### src/common/acf_defs.svh
`ifndef ACF_DEFS_SVH
`define ACF_DEFS_SVH

`define ACF_NSLOT      12
`define ACF_SLOT_W     4
`define ACF_RES_W      12
`define ACF_DATA_W     32
`define ACF_ADDR_W     12
`define ACF_IDX_W      6
`define ACF_IDX_LSB    2
`define ACF_IDX_MSB    7
`define ACF_NEV        3

`define ACF_IDX_PER_SLOT_COMPARE_ON   6'h08
`define ACF_IDX_STAT   6'h0a
`define ACF_IDX_DIEN   6'h0c
`define ACF_IDX_GREATER_THAN_SELECT_ALT  6'h0e
`define ACF_IDX_RES0   6'h10
`define ACF_IDX_RESL   6'h26
`define ACF_RES_STRIDE 2
`define ACF_IDX_ISTAT  6'h28
`define ACF_IDX_IMASK  6'h2a

`define ACF_EV_DONE    0
`define ACF_EV_CMP     1
`define ACF_EV_ABORT   2

`endif

### src/common/acf_pkg.sv
`include "acf_defs.svh"

package acf_pkg;

  typedef struct packed {
    logic                    valid;
    logic [`ACF_SLOT_W-1:0]  slot;
    logic [`ACF_RES_W-1:0]   value;
  } acf_conv_t;

  typedef struct packed {
    logic [`ACF_IDX_W-1:0]   index;
    logic                    hit;
    logic                    cap;
    logic                    wr;
    logic                    rd;
    logic [`ACF_DATA_W-1:0]  wdata;
  } acf_bus_req_t;

  typedef enum logic {
    ACF_IDLE = 1'b0,
    ACF_ANS  = 1'b1
  } acf_phase_t;

  typedef struct packed {
    acf_phase_t              phase;
    logic                    err;
  } acf_apb_state_t;

  typedef struct packed {
    logic [`ACF_NSLOT-1:0]                    cmp_en;
    logic [`ACF_NSLOT-1:0]                    cmp_gt;
    logic [`ACF_NSLOT-1:0]                    din_en;
    logic [`ACF_NSLOT-1:0]                    flags;
    logic [`ACF_NSLOT-1:0][`ACF_RES_W-1:0]    res;
    logic [`ACF_NEV-1:0]                      istat;
    logic [`ACF_NEV-1:0]                      imask;
    logic [`ACF_DATA_W-1:0]                   rdata;
    logic                                     abort;
    logic                                     cirq;
    logic                                     irq;
  } acf_core_t;

endpackage

### src/hw/acf_slot_compare.sv
`timescale 1ns/1ns

module acf_slot_compare
  import acf_pkg::*;
(
  input  wire logic [`ACF_RES_W-1:0] result,
  input  wire logic [`ACF_RES_W-1:0] ref_value,
  input  wire logic                  gt_sel,
  output logic                       is_true
);

  assign is_true = gt_sel ? (result > ref_value) : (result <= ref_value);

endmodule

### src/hw/acf_apb_slave.sv
`timescale 1ns/1ns

module acf_apb_slave
  import acf_pkg::*;
(
  input  wire logic                   pclk,
  input  wire logic                   presetn,
  input  wire logic                   ce,
  input  wire logic                   psel,
  input  wire logic                   penable,
  input  wire logic                   pwrite,
  input  wire logic [`ACF_ADDR_W-1:0] paddr,
  input  wire logic [`ACF_DATA_W-1:0] pwdata,
  output logic                        pready,
  output logic                        pslverr,
  output acf_bus_req_t                req
);

  acf_apb_state_t        st;
  acf_apb_state_t        next_st;
  logic [`ACF_IDX_W-1:0] idx;
  logic                  in_res;
  logic                  hit;

  assign idx    = paddr[`ACF_IDX_MSB:`ACF_IDX_LSB];
  assign in_res = (idx >= `ACF_IDX_RES0) && (idx <= `ACF_IDX_RESL) && !idx[0];

  // Only word-aligned addresses of listed registers are mapped.
  always_comb begin
    hit = 1'b0;
    if ((paddr[`ACF_ADDR_W-1:`ACF_IDX_MSB+1] == '0) && (paddr[`ACF_IDX_LSB-1:0] == '0)) begin
      unique case (idx)
        `ACF_IDX_PER_SLOT_COMPARE_ON, `ACF_IDX_STAT, `ACF_IDX_DIEN, `ACF_IDX_GREATER_THAN_SELECT_ALT,
        `ACF_IDX_ISTAT, `ACF_IDX_IMASK: hit = 1'b1;
        default: hit = in_res;
      endcase
    end
  end

  // One wait state: the answer comes in the second access cycle.
  always_comb begin
    next_st = st;
    unique case (st.phase)
      ACF_IDLE: begin
        if (psel && penable) begin
          next_st.phase = ACF_ANS;
          next_st.err   = !hit;
        end
      end
      ACF_ANS: begin
        next_st.phase = ACF_IDLE;
        next_st.err   = 1'b0;
      end
    endcase
  end

  always_ff @(posedge pclk or negedge presetn) begin
    if (!presetn) begin
      st <= '0;
    end else if (ce) begin
      st <= next_st;
    end
  end

  assign pready    = (st.phase == ACF_ANS);
  assign pslverr   = st.err;
  assign req.index = idx;
  assign req.hit   = hit;
  assign req.cap   = (st.phase == ACF_IDLE) && psel && penable;
  assign req.wr    = pready && psel && penable && pwrite && hit;
  assign req.rd    = pready && psel && penable && !pwrite && hit;
  assign req.wdata = pwdata;

endmodule

### src/hw/acf_flags.sv
// Decided for this implementation: the APB register port.
`timescale 1ns/1ns

// Behaviour
// - compare enable write aborts running sequence.
// - twelve compare enables, one per slot.
// - operator bit per slot picks direction.
// - bit 0 lower-or-same, 1 strictly higher.
// - slot n sets done flag n.
// - compare slot flags only when true; irq.
// - compare slot keeps value, drops result.
// - sequence start clears all done flags.
// - normal mode: write one clears flag.
// - fast mode, no compare: read clears.
// - fast mode, compare: result write clears.
// - start beats set; other clears lose.
// - status register ignores writes of zero.
// - twelve pin digital buffer enables.
module acf_flags
  import acf_pkg::*;
(
  input  wire logic                   pclk,
  input  wire logic                   presetn,
  input  wire logic                   ce,
  input  wire logic                   psel,
  input  wire logic                   penable,
  input  wire logic                   pwrite,
  input  wire logic [`ACF_ADDR_W-1:0] paddr,
  input  wire logic [`ACF_DATA_W-1:0] pwdata,
  output logic [`ACF_DATA_W-1:0]      prdata,
  output logic                        pready,
  output logic                        pslverr,
  input  wire acf_conv_t              conv,
  input  wire logic                   seq_start,
  input  wire logic                   fast_flag_clear,
  input  wire logic                   compare_irq_enable,
  output logic                        seq_abort,
  output logic [`ACF_NSLOT-1:0]       pin_buffer_on,
  output logic                        compare_irq,
  output logic                        irq
);

  acf_bus_req_t                          req;
  acf_core_t                             st;
  acf_core_t                             next_st;
  logic [`ACF_NSLOT-1:0]                 cmp_true;
  logic [`ACF_NSLOT-1:0]                 slot_hit;
  logic [`ACF_NSLOT-1:0]                 flag_set;
  logic [`ACF_NSLOT-1:0]                 flag_clr;
  logic [`ACF_NSLOT-1:0]                 res_wr;
  logic [`ACF_NSLOT-1:0]                 res_rd;
  logic [`ACF_NSLOT-1:0]                 next_flags;
  logic [`ACF_NSLOT-1:0][`ACF_RES_W-1:0] next_res;
  logic [`ACF_NSLOT-1:0]                 res_sel;
  logic [`ACF_RES_W-1:0]                 rd_res;
  logic [`ACF_NEV-1:0]                   events;
  logic                                  wr_per_slot_compare_on;
  logic                                  wr_stat;
  logic                                  wr_dien;
  logic                                  wr_greater_than_select_alt;
  logic                                  wr_istat;
  logic                                  wr_imask;

  acf_apb_slave u_apb (
    .pclk    (pclk),
    .presetn (presetn),
    .ce      (ce),
    .psel    (psel),
    .penable (penable),
    .pwrite  (pwrite),
    .paddr   (paddr),
    .pwdata  (pwdata),
    .pready  (pready),
    .pslverr (pslverr),
    .req     (req)
  );

  assign wr_per_slot_compare_on  = req.wr && (req.index == `ACF_IDX_PER_SLOT_COMPARE_ON);
  assign wr_stat  = req.wr && (req.index == `ACF_IDX_STAT);
  assign wr_dien  = req.wr && (req.index == `ACF_IDX_DIEN);
  assign wr_greater_than_select_alt = req.wr && (req.index == `ACF_IDX_GREATER_THAN_SELECT_ALT);
  assign wr_istat = req.wr && (req.index == `ACF_IDX_ISTAT);
  assign wr_imask = req.wr && (req.index == `ACF_IDX_IMASK);

  genvar i;
  generate
    for (i = 0; i < `ACF_NSLOT; i++) begin : g_slot
      localparam logic [`ACF_IDX_W-1:0] RIDX =
        `ACF_IDX_W'(`ACF_IDX_RES0 + `ACF_RES_STRIDE * i);
      localparam logic [`ACF_SLOT_W-1:0] SLOT = `ACF_SLOT_W'(i);

      acf_slot_compare u_cmp (
        .result    (conv.value),
        .ref_value (st.res[i]),
        .gt_sel    (st.cmp_gt[i]),
        .is_true   (cmp_true[i])
      );

      assign res_sel[i]  = (req.index == RIDX);
      assign res_wr[i]   = req.wr && res_sel[i];
      assign res_rd[i]   = req.rd && res_sel[i];
      assign slot_hit[i] = conv.valid && (conv.slot == SLOT);
      assign flag_set[i] = slot_hit[i] && (!st.cmp_en[i] || cmp_true[i]);

      assign flag_clr[i] = (wr_stat && !fast_flag_clear && req.wdata[i]) ||
                           (res_rd[i] && fast_flag_clear && !st.cmp_en[i]) ||
                           (res_wr[i] && fast_flag_clear && st.cmp_en[i]);

      always_comb begin
        if (seq_start) begin
          next_flags[i] = 1'b0;
        end else if (flag_set[i]) begin
          next_flags[i] = 1'b1;
        end else if (flag_clr[i]) begin
          next_flags[i] = 1'b0;
        end else begin
          next_flags[i] = st.flags[i];
        end
      end

      always_comb begin
        if (slot_hit[i] && !st.cmp_en[i]) begin
          next_res[i] = conv.value;
        end else if (res_wr[i]) begin
          next_res[i] = req.wdata[`ACF_RES_W-1:0];
        end else begin
          next_res[i] = st.res[i];
        end
      end
    end
  endgenerate

  always_comb begin
    rd_res = '0;
    for (int k = 0; k < `ACF_NSLOT; k++) begin
      if (res_sel[k]) begin
        rd_res = st.res[k];
      end
    end
  end

  always_comb begin
    events                 = '0;
    events[`ACF_EV_DONE]   = |(flag_set & ~st.cmp_en);
    events[`ACF_EV_CMP]    = |(flag_set & st.cmp_en);
    events[`ACF_EV_ABORT]  = wr_per_slot_compare_on || wr_greater_than_select_alt;
  end

  always_comb begin
    next_st       = st;
    next_st.flags = next_flags;
    next_st.res   = next_res;

    if (wr_per_slot_compare_on) begin
      next_st.cmp_en = req.wdata[`ACF_NSLOT-1:0];
    end
    if (wr_greater_than_select_alt) begin
      next_st.cmp_gt = req.wdata[`ACF_NSLOT-1:0];
    end
    if (wr_dien) begin
      next_st.din_en = req.wdata[`ACF_NSLOT-1:0];
    end
    if (wr_imask) begin
      next_st.imask = req.wdata[`ACF_NEV-1:0];
    end

    // New events win over a clearing write of one.
    if (wr_istat) begin
      next_st.istat = (st.istat & ~req.wdata[`ACF_NEV-1:0]) | events;
    end else begin
      next_st.istat = st.istat | events;
    end

    next_st.abort = wr_per_slot_compare_on || wr_greater_than_select_alt;

    next_st.cirq = compare_irq_enable && |(next_st.flags & next_st.cmp_en);
    next_st.irq  = |(next_st.istat & next_st.imask);

    if (req.cap) begin
      next_st.rdata = '0;
      // Unmapped or misaligned reads return zero.
      if (req.hit) begin
        unique case (req.index)
          `ACF_IDX_PER_SLOT_COMPARE_ON:  next_st.rdata[`ACF_NSLOT-1:0] = st.cmp_en;
          `ACF_IDX_STAT:  next_st.rdata[`ACF_NSLOT-1:0] = st.flags;
          `ACF_IDX_DIEN:  next_st.rdata[`ACF_NSLOT-1:0] = st.din_en;
          `ACF_IDX_GREATER_THAN_SELECT_ALT: next_st.rdata[`ACF_NSLOT-1:0] = st.cmp_gt;
          `ACF_IDX_ISTAT: next_st.rdata[`ACF_NEV-1:0]   = st.istat;
          `ACF_IDX_IMASK: next_st.rdata[`ACF_NEV-1:0]   = st.imask;
          default:        next_st.rdata[`ACF_RES_W-1:0] = rd_res;
        endcase
      end
    end
  end

  always_ff @(posedge pclk or negedge presetn) begin
    if (!presetn) begin
      st <= '0;
    end else if (ce) begin
      st <= next_st;
    end
  end

  assign prdata        = st.rdata;
  assign seq_abort     = st.abort;
  assign pin_buffer_on = st.din_en;
  assign compare_irq   = st.cirq;
  assign irq           = st.irq;

endmodule

### config.mk
export PLATFORM = sky130hd
export DESIGN_NAME = acf_flags
export DESIGN_NICKNAME = d
export VERILOG_FILES = /design/src/common/acf_pkg.sv /design/src/hw/acf_slot_compare.sv /design/src/hw/acf_apb_slave.sv /design/src/hw/acf_flags.sv
export VERILOG_INCLUDE_DIRS = /design/src /design/src/common
export SDC_FILE = /design/constraint.sdc
export NUM_CORES = 1
export LEC_CHECK = 0
export ABC_AREA = 1
export BUFFER_PORTS_ARGS = -buffer_cell sky130_fd_sc_hd__clkbuf_2
export CORE_UTILIZATION = 31
export CTS_BUF_LIST = sky130_fd_sc_hd__clkbuf_2 sky130_fd_sc_hd__clkbuf_4 sky130_fd_sc_hd__clkbuf_8
export DETAILED_ROUTE_END_ITERATION = 8
export GPL_TIMING_DRIVEN = 0
export RECOVER_POWER = 100
export SYNTH_ARGS = -nofsm -noshare
export SYNTH_HDL_FRONTEND = slang
export SYNTH_SLANG_ARGS = --single-unit
### constraint.sdc
create_clock -name pclk -period 2.4 [get_ports pclk]
set_input_delay 0.36 -clock pclk [delete_from_list [all_inputs] [get_ports pclk]]
set_output_delay 0.36 -clock pclk [all_outputs]
set_load 0.005 [all_outputs]
==> impl_metrics.toml <==
[placed_design]
hpwl_um = 50440
gp_congestion = 0.9876
post-place-ws_ns = -0.9890
numPortBuffers = 66

[synth]
netlist_instances = 2161
yosysUniqueCellTypes = 44
synth_top_area_cell = "dfrtp_1"
yosysSeqAreaShare_pct = 33.75
syn_area_um2 = 15940
synthTopCellsByArea = "dfrtp_1, ha_1, nand2_1, o21ai_0, o211ai_1"
ys_warn_count = 0
syn_avg_cell_area_um2 = 7.378
synth_top_area_share_pct = 33.75
ys_ff_latch = 215

[run]
cap_viol_max_count = 1

[clock_network]
htreeDepth = 2
cts.sinks = 215
cts_buffer_depth = 3
clkLatencyLatePin_ns = 0.64
path_clk_slew_ns = 0.06
cts_tree = "done"
numCtsBuffers = 43
ctsRootBufferMaster = "clkbuf_8"

[finish]
nets = 2536
fillers = 5346
drive_gt1_share_pct = 15.93
utilization_pct = 37.62
synthToLayoutAreaGrowth_pct = 19.10

[drt]
vias = 17139
drc = 0
via_per_inst = 5.662
totalWireLength_um = 72180
routedWlPerCell_um = 23.85
drtIter0Drc = 1991
ant_nets = 0
firstDrtPassIters = 8

[pwr]
power_density_nw_per_um2 = 688.6
p_int_uw = 8166
power_leakage_uw = 0.008818
combPwrFrac_pct = 30.6
clkPwrFrac_pct = 32.9
worst_ir_drop_vdd_mv = 0.3304
p_switching_uw = 4909
seqPwrFrac_pct = 36.5
switching_share_pct = 37.55

[sta]
holdWs_ns = 0.1282
rsz0062_at_grt = "true"
finalCritPeriodShare_pct = 103.6
fin_setup_tns_ns = -0.1861
slew_viol_final = 72
min_period_ns = 2.485
finalClockSkew_ns = 0.03435
setup_viol = 5
worst_pin_slew_ns = 2.041
finalHoldViolCount = 0
max_freq_mhz = 402.4
max_slew_margin_pct = -36.04
setup_slack_ns = -0.08540

[global_route]
antenna_found_initial = 0
track_usage_pct = 26.98
grt_pass1_vias = 16094
grt_pass1_wl_um = 104600
grt_max_degree = 80
gr-total-overflow = 0

[critical_path]
start_kind = "register"
cp.arrival_ns = 3.01
worstPathRequired_ns = 2.93
end_kind = "register"
crit_type = "register to register"
worstPathMaxFanout = 3

[die]
start_util_pct = 31.58
core_area_um2 = 50480
dieArea_um2 = 52340
die_w_um = 228.8
rows = 82
die_h_um = 228.8
io_pins = 119

[worst_hold_path]
worstHoldPathType = "input pin to register"

[run_status]
status = "finished with violations"
violations = "capacitance limit, slew limit, setup timing"
per-stage QoR:
| stage | area [µm²] | cells | power [µW] |
|---|---|---|---|
| after detailed placement | 17250 | 2920 | 8316 |
| after floorplan | 16010 | 2180 | 7032 |
| after global routing | 18990 | 3026 | 13780 |
| after CTS | 18480 | 3010 | 12670 |
| final | 18990 | 3027 | 13070 |
| after global placement | 17190 | 2918 | 8174 |
worst max-delay path, stage by stage, from the launching register on:
cell,delay (ns)
dfrtp_1,0.38
inv_2,0.07
ha_4,0.27
nand4_1,0.14
nor3_2,0.24
nand2_1,0.09
o211ai_1,0.19
nand2_1,0.10
nand2_1,0.09
nand3_2,0.10
nand2_1,0.11
nand2_1,0.08
nand3_1,0.07
nand2_1,0.08
nor2_2,0.12
nand3_2,0.12
nand2_1,0.09
nand2_1,0.05
power groups by stage:
stage | Combinational, µW | Sequential (µW) | Clock (µW)
final | 4000 | 4770 | 4300
after global routing | 4470 | 4850 | 4470
after CTS | 3610 | 4750 | 4310
after detailed placement | 3520 | 4800 | 0
after global placement | 3390 | 4790 | 0
after floorplan | 2360 | 4670 | 0
routing by layer:
| layer | routed length [µm] | part of all wire (%) | GRT usage (%) |
|---|---|---|---|
| met5 | 46 | 0.064 | 0.6434 |
| met4 | 3277 | 4.5 | 11.92 |
| met3 | 8059 | 11 | 6.986 |
| met2 | 30330 | 42 | 39.74 |
| met1 | 30470 | 42 | 36.90 |
cell type report:
cell class              instances  area (µm²)  area share, %
clock inverters                 9       80.08         0.4217
inverters                     276        1040          5.476
repair buffers                 97       603.1          3.176
clock buffers                  68       867.1          4.566
diodes                          1       2.502        0.01318
well taps                     672       840.8          4.428
multi-input cells            1546        9412          49.57
flip-flops and latches        215        5380          28.33
plain buffers                 143       763.2          4.020
kinds of logic after synthesis:
family / Yosys count / share of synthesized area (%)
AOI/OAI and AO/OA: 604 / 22.57
adders and majority gates: 144 / 11.30
buffers and inverters: 419 / 11.20
DFF: 215 / 33.75
other: 1 / 0.02352
and+or+nand+nor: 778 / 21.16
sequential cells by signal, indices dropped and copies added (netlist names):
signal / cells
compare_irq: 1
irq: 1
pin_buffer_on: 12
prdata: 12
seq_abort: 1
st: 186
u_apb.pready: 1
u_apb.pslverr: 1
Yosys cell counts, drive strengths merged:
master	n
a2111oi	2
a211oi	5
a21oi	117
a221oi	7
a22oi	3
a31oi	14
a41oi	2
and3	1
buf	72
clkbuf	71
clkinv	3
conb	1
dfrtp	215
ha	144
inv	273
nand2	467
nand3	126
nand3b	1
nand4	41
nor2	123
nor3	16
nor4	2
o2111ai	17
o211ai	137
o21a	13
o21ai	271
o221ai	2
o22ai	12
o31ai	2
or2	1
path summary, 6_finish.rpt:
path	startpoint	endpoint	slack, ns	cells past startpoint
worst max-delay path	st[112]	compare_irq	-0.09	17
worst min-delay path	penable	u_apb.pslverr	0.13	4
worst max register to register	st[112]	compare_irq	-0.09	17
worst min register to register	prdata[8]	prdata[8]	0.48	2
max in group asynchronous	presetn	st[79]	0.24	3
min in group asynchronous	presetn	st[145]	0.83	2
timing repair:
item,4_1_cts,5_1_grt
gates resized for setup,50,125
hold buffers,2,0
pin swaps,10,34
endpoints found under the hold margin,72,0
setup endpoints to repair,27,83
setup buffers,11,16
layout by cell type (no fill, tap or decap), drive strengths merged, types with 17 or more instances in the layout:
master	Yosys	final
a21oi	117	117
buf	72	75
clkbuf	71	231
conb	1	20
dfrtp	215	215
ha	144	144
inv	273	272
nand2	467	467
nand3	126	126
nand4	41	41
nor2	123	123
o2111ai	17	17
o211ai	137	137
o21ai	271	271
Power figures use the tool's default switching activity.
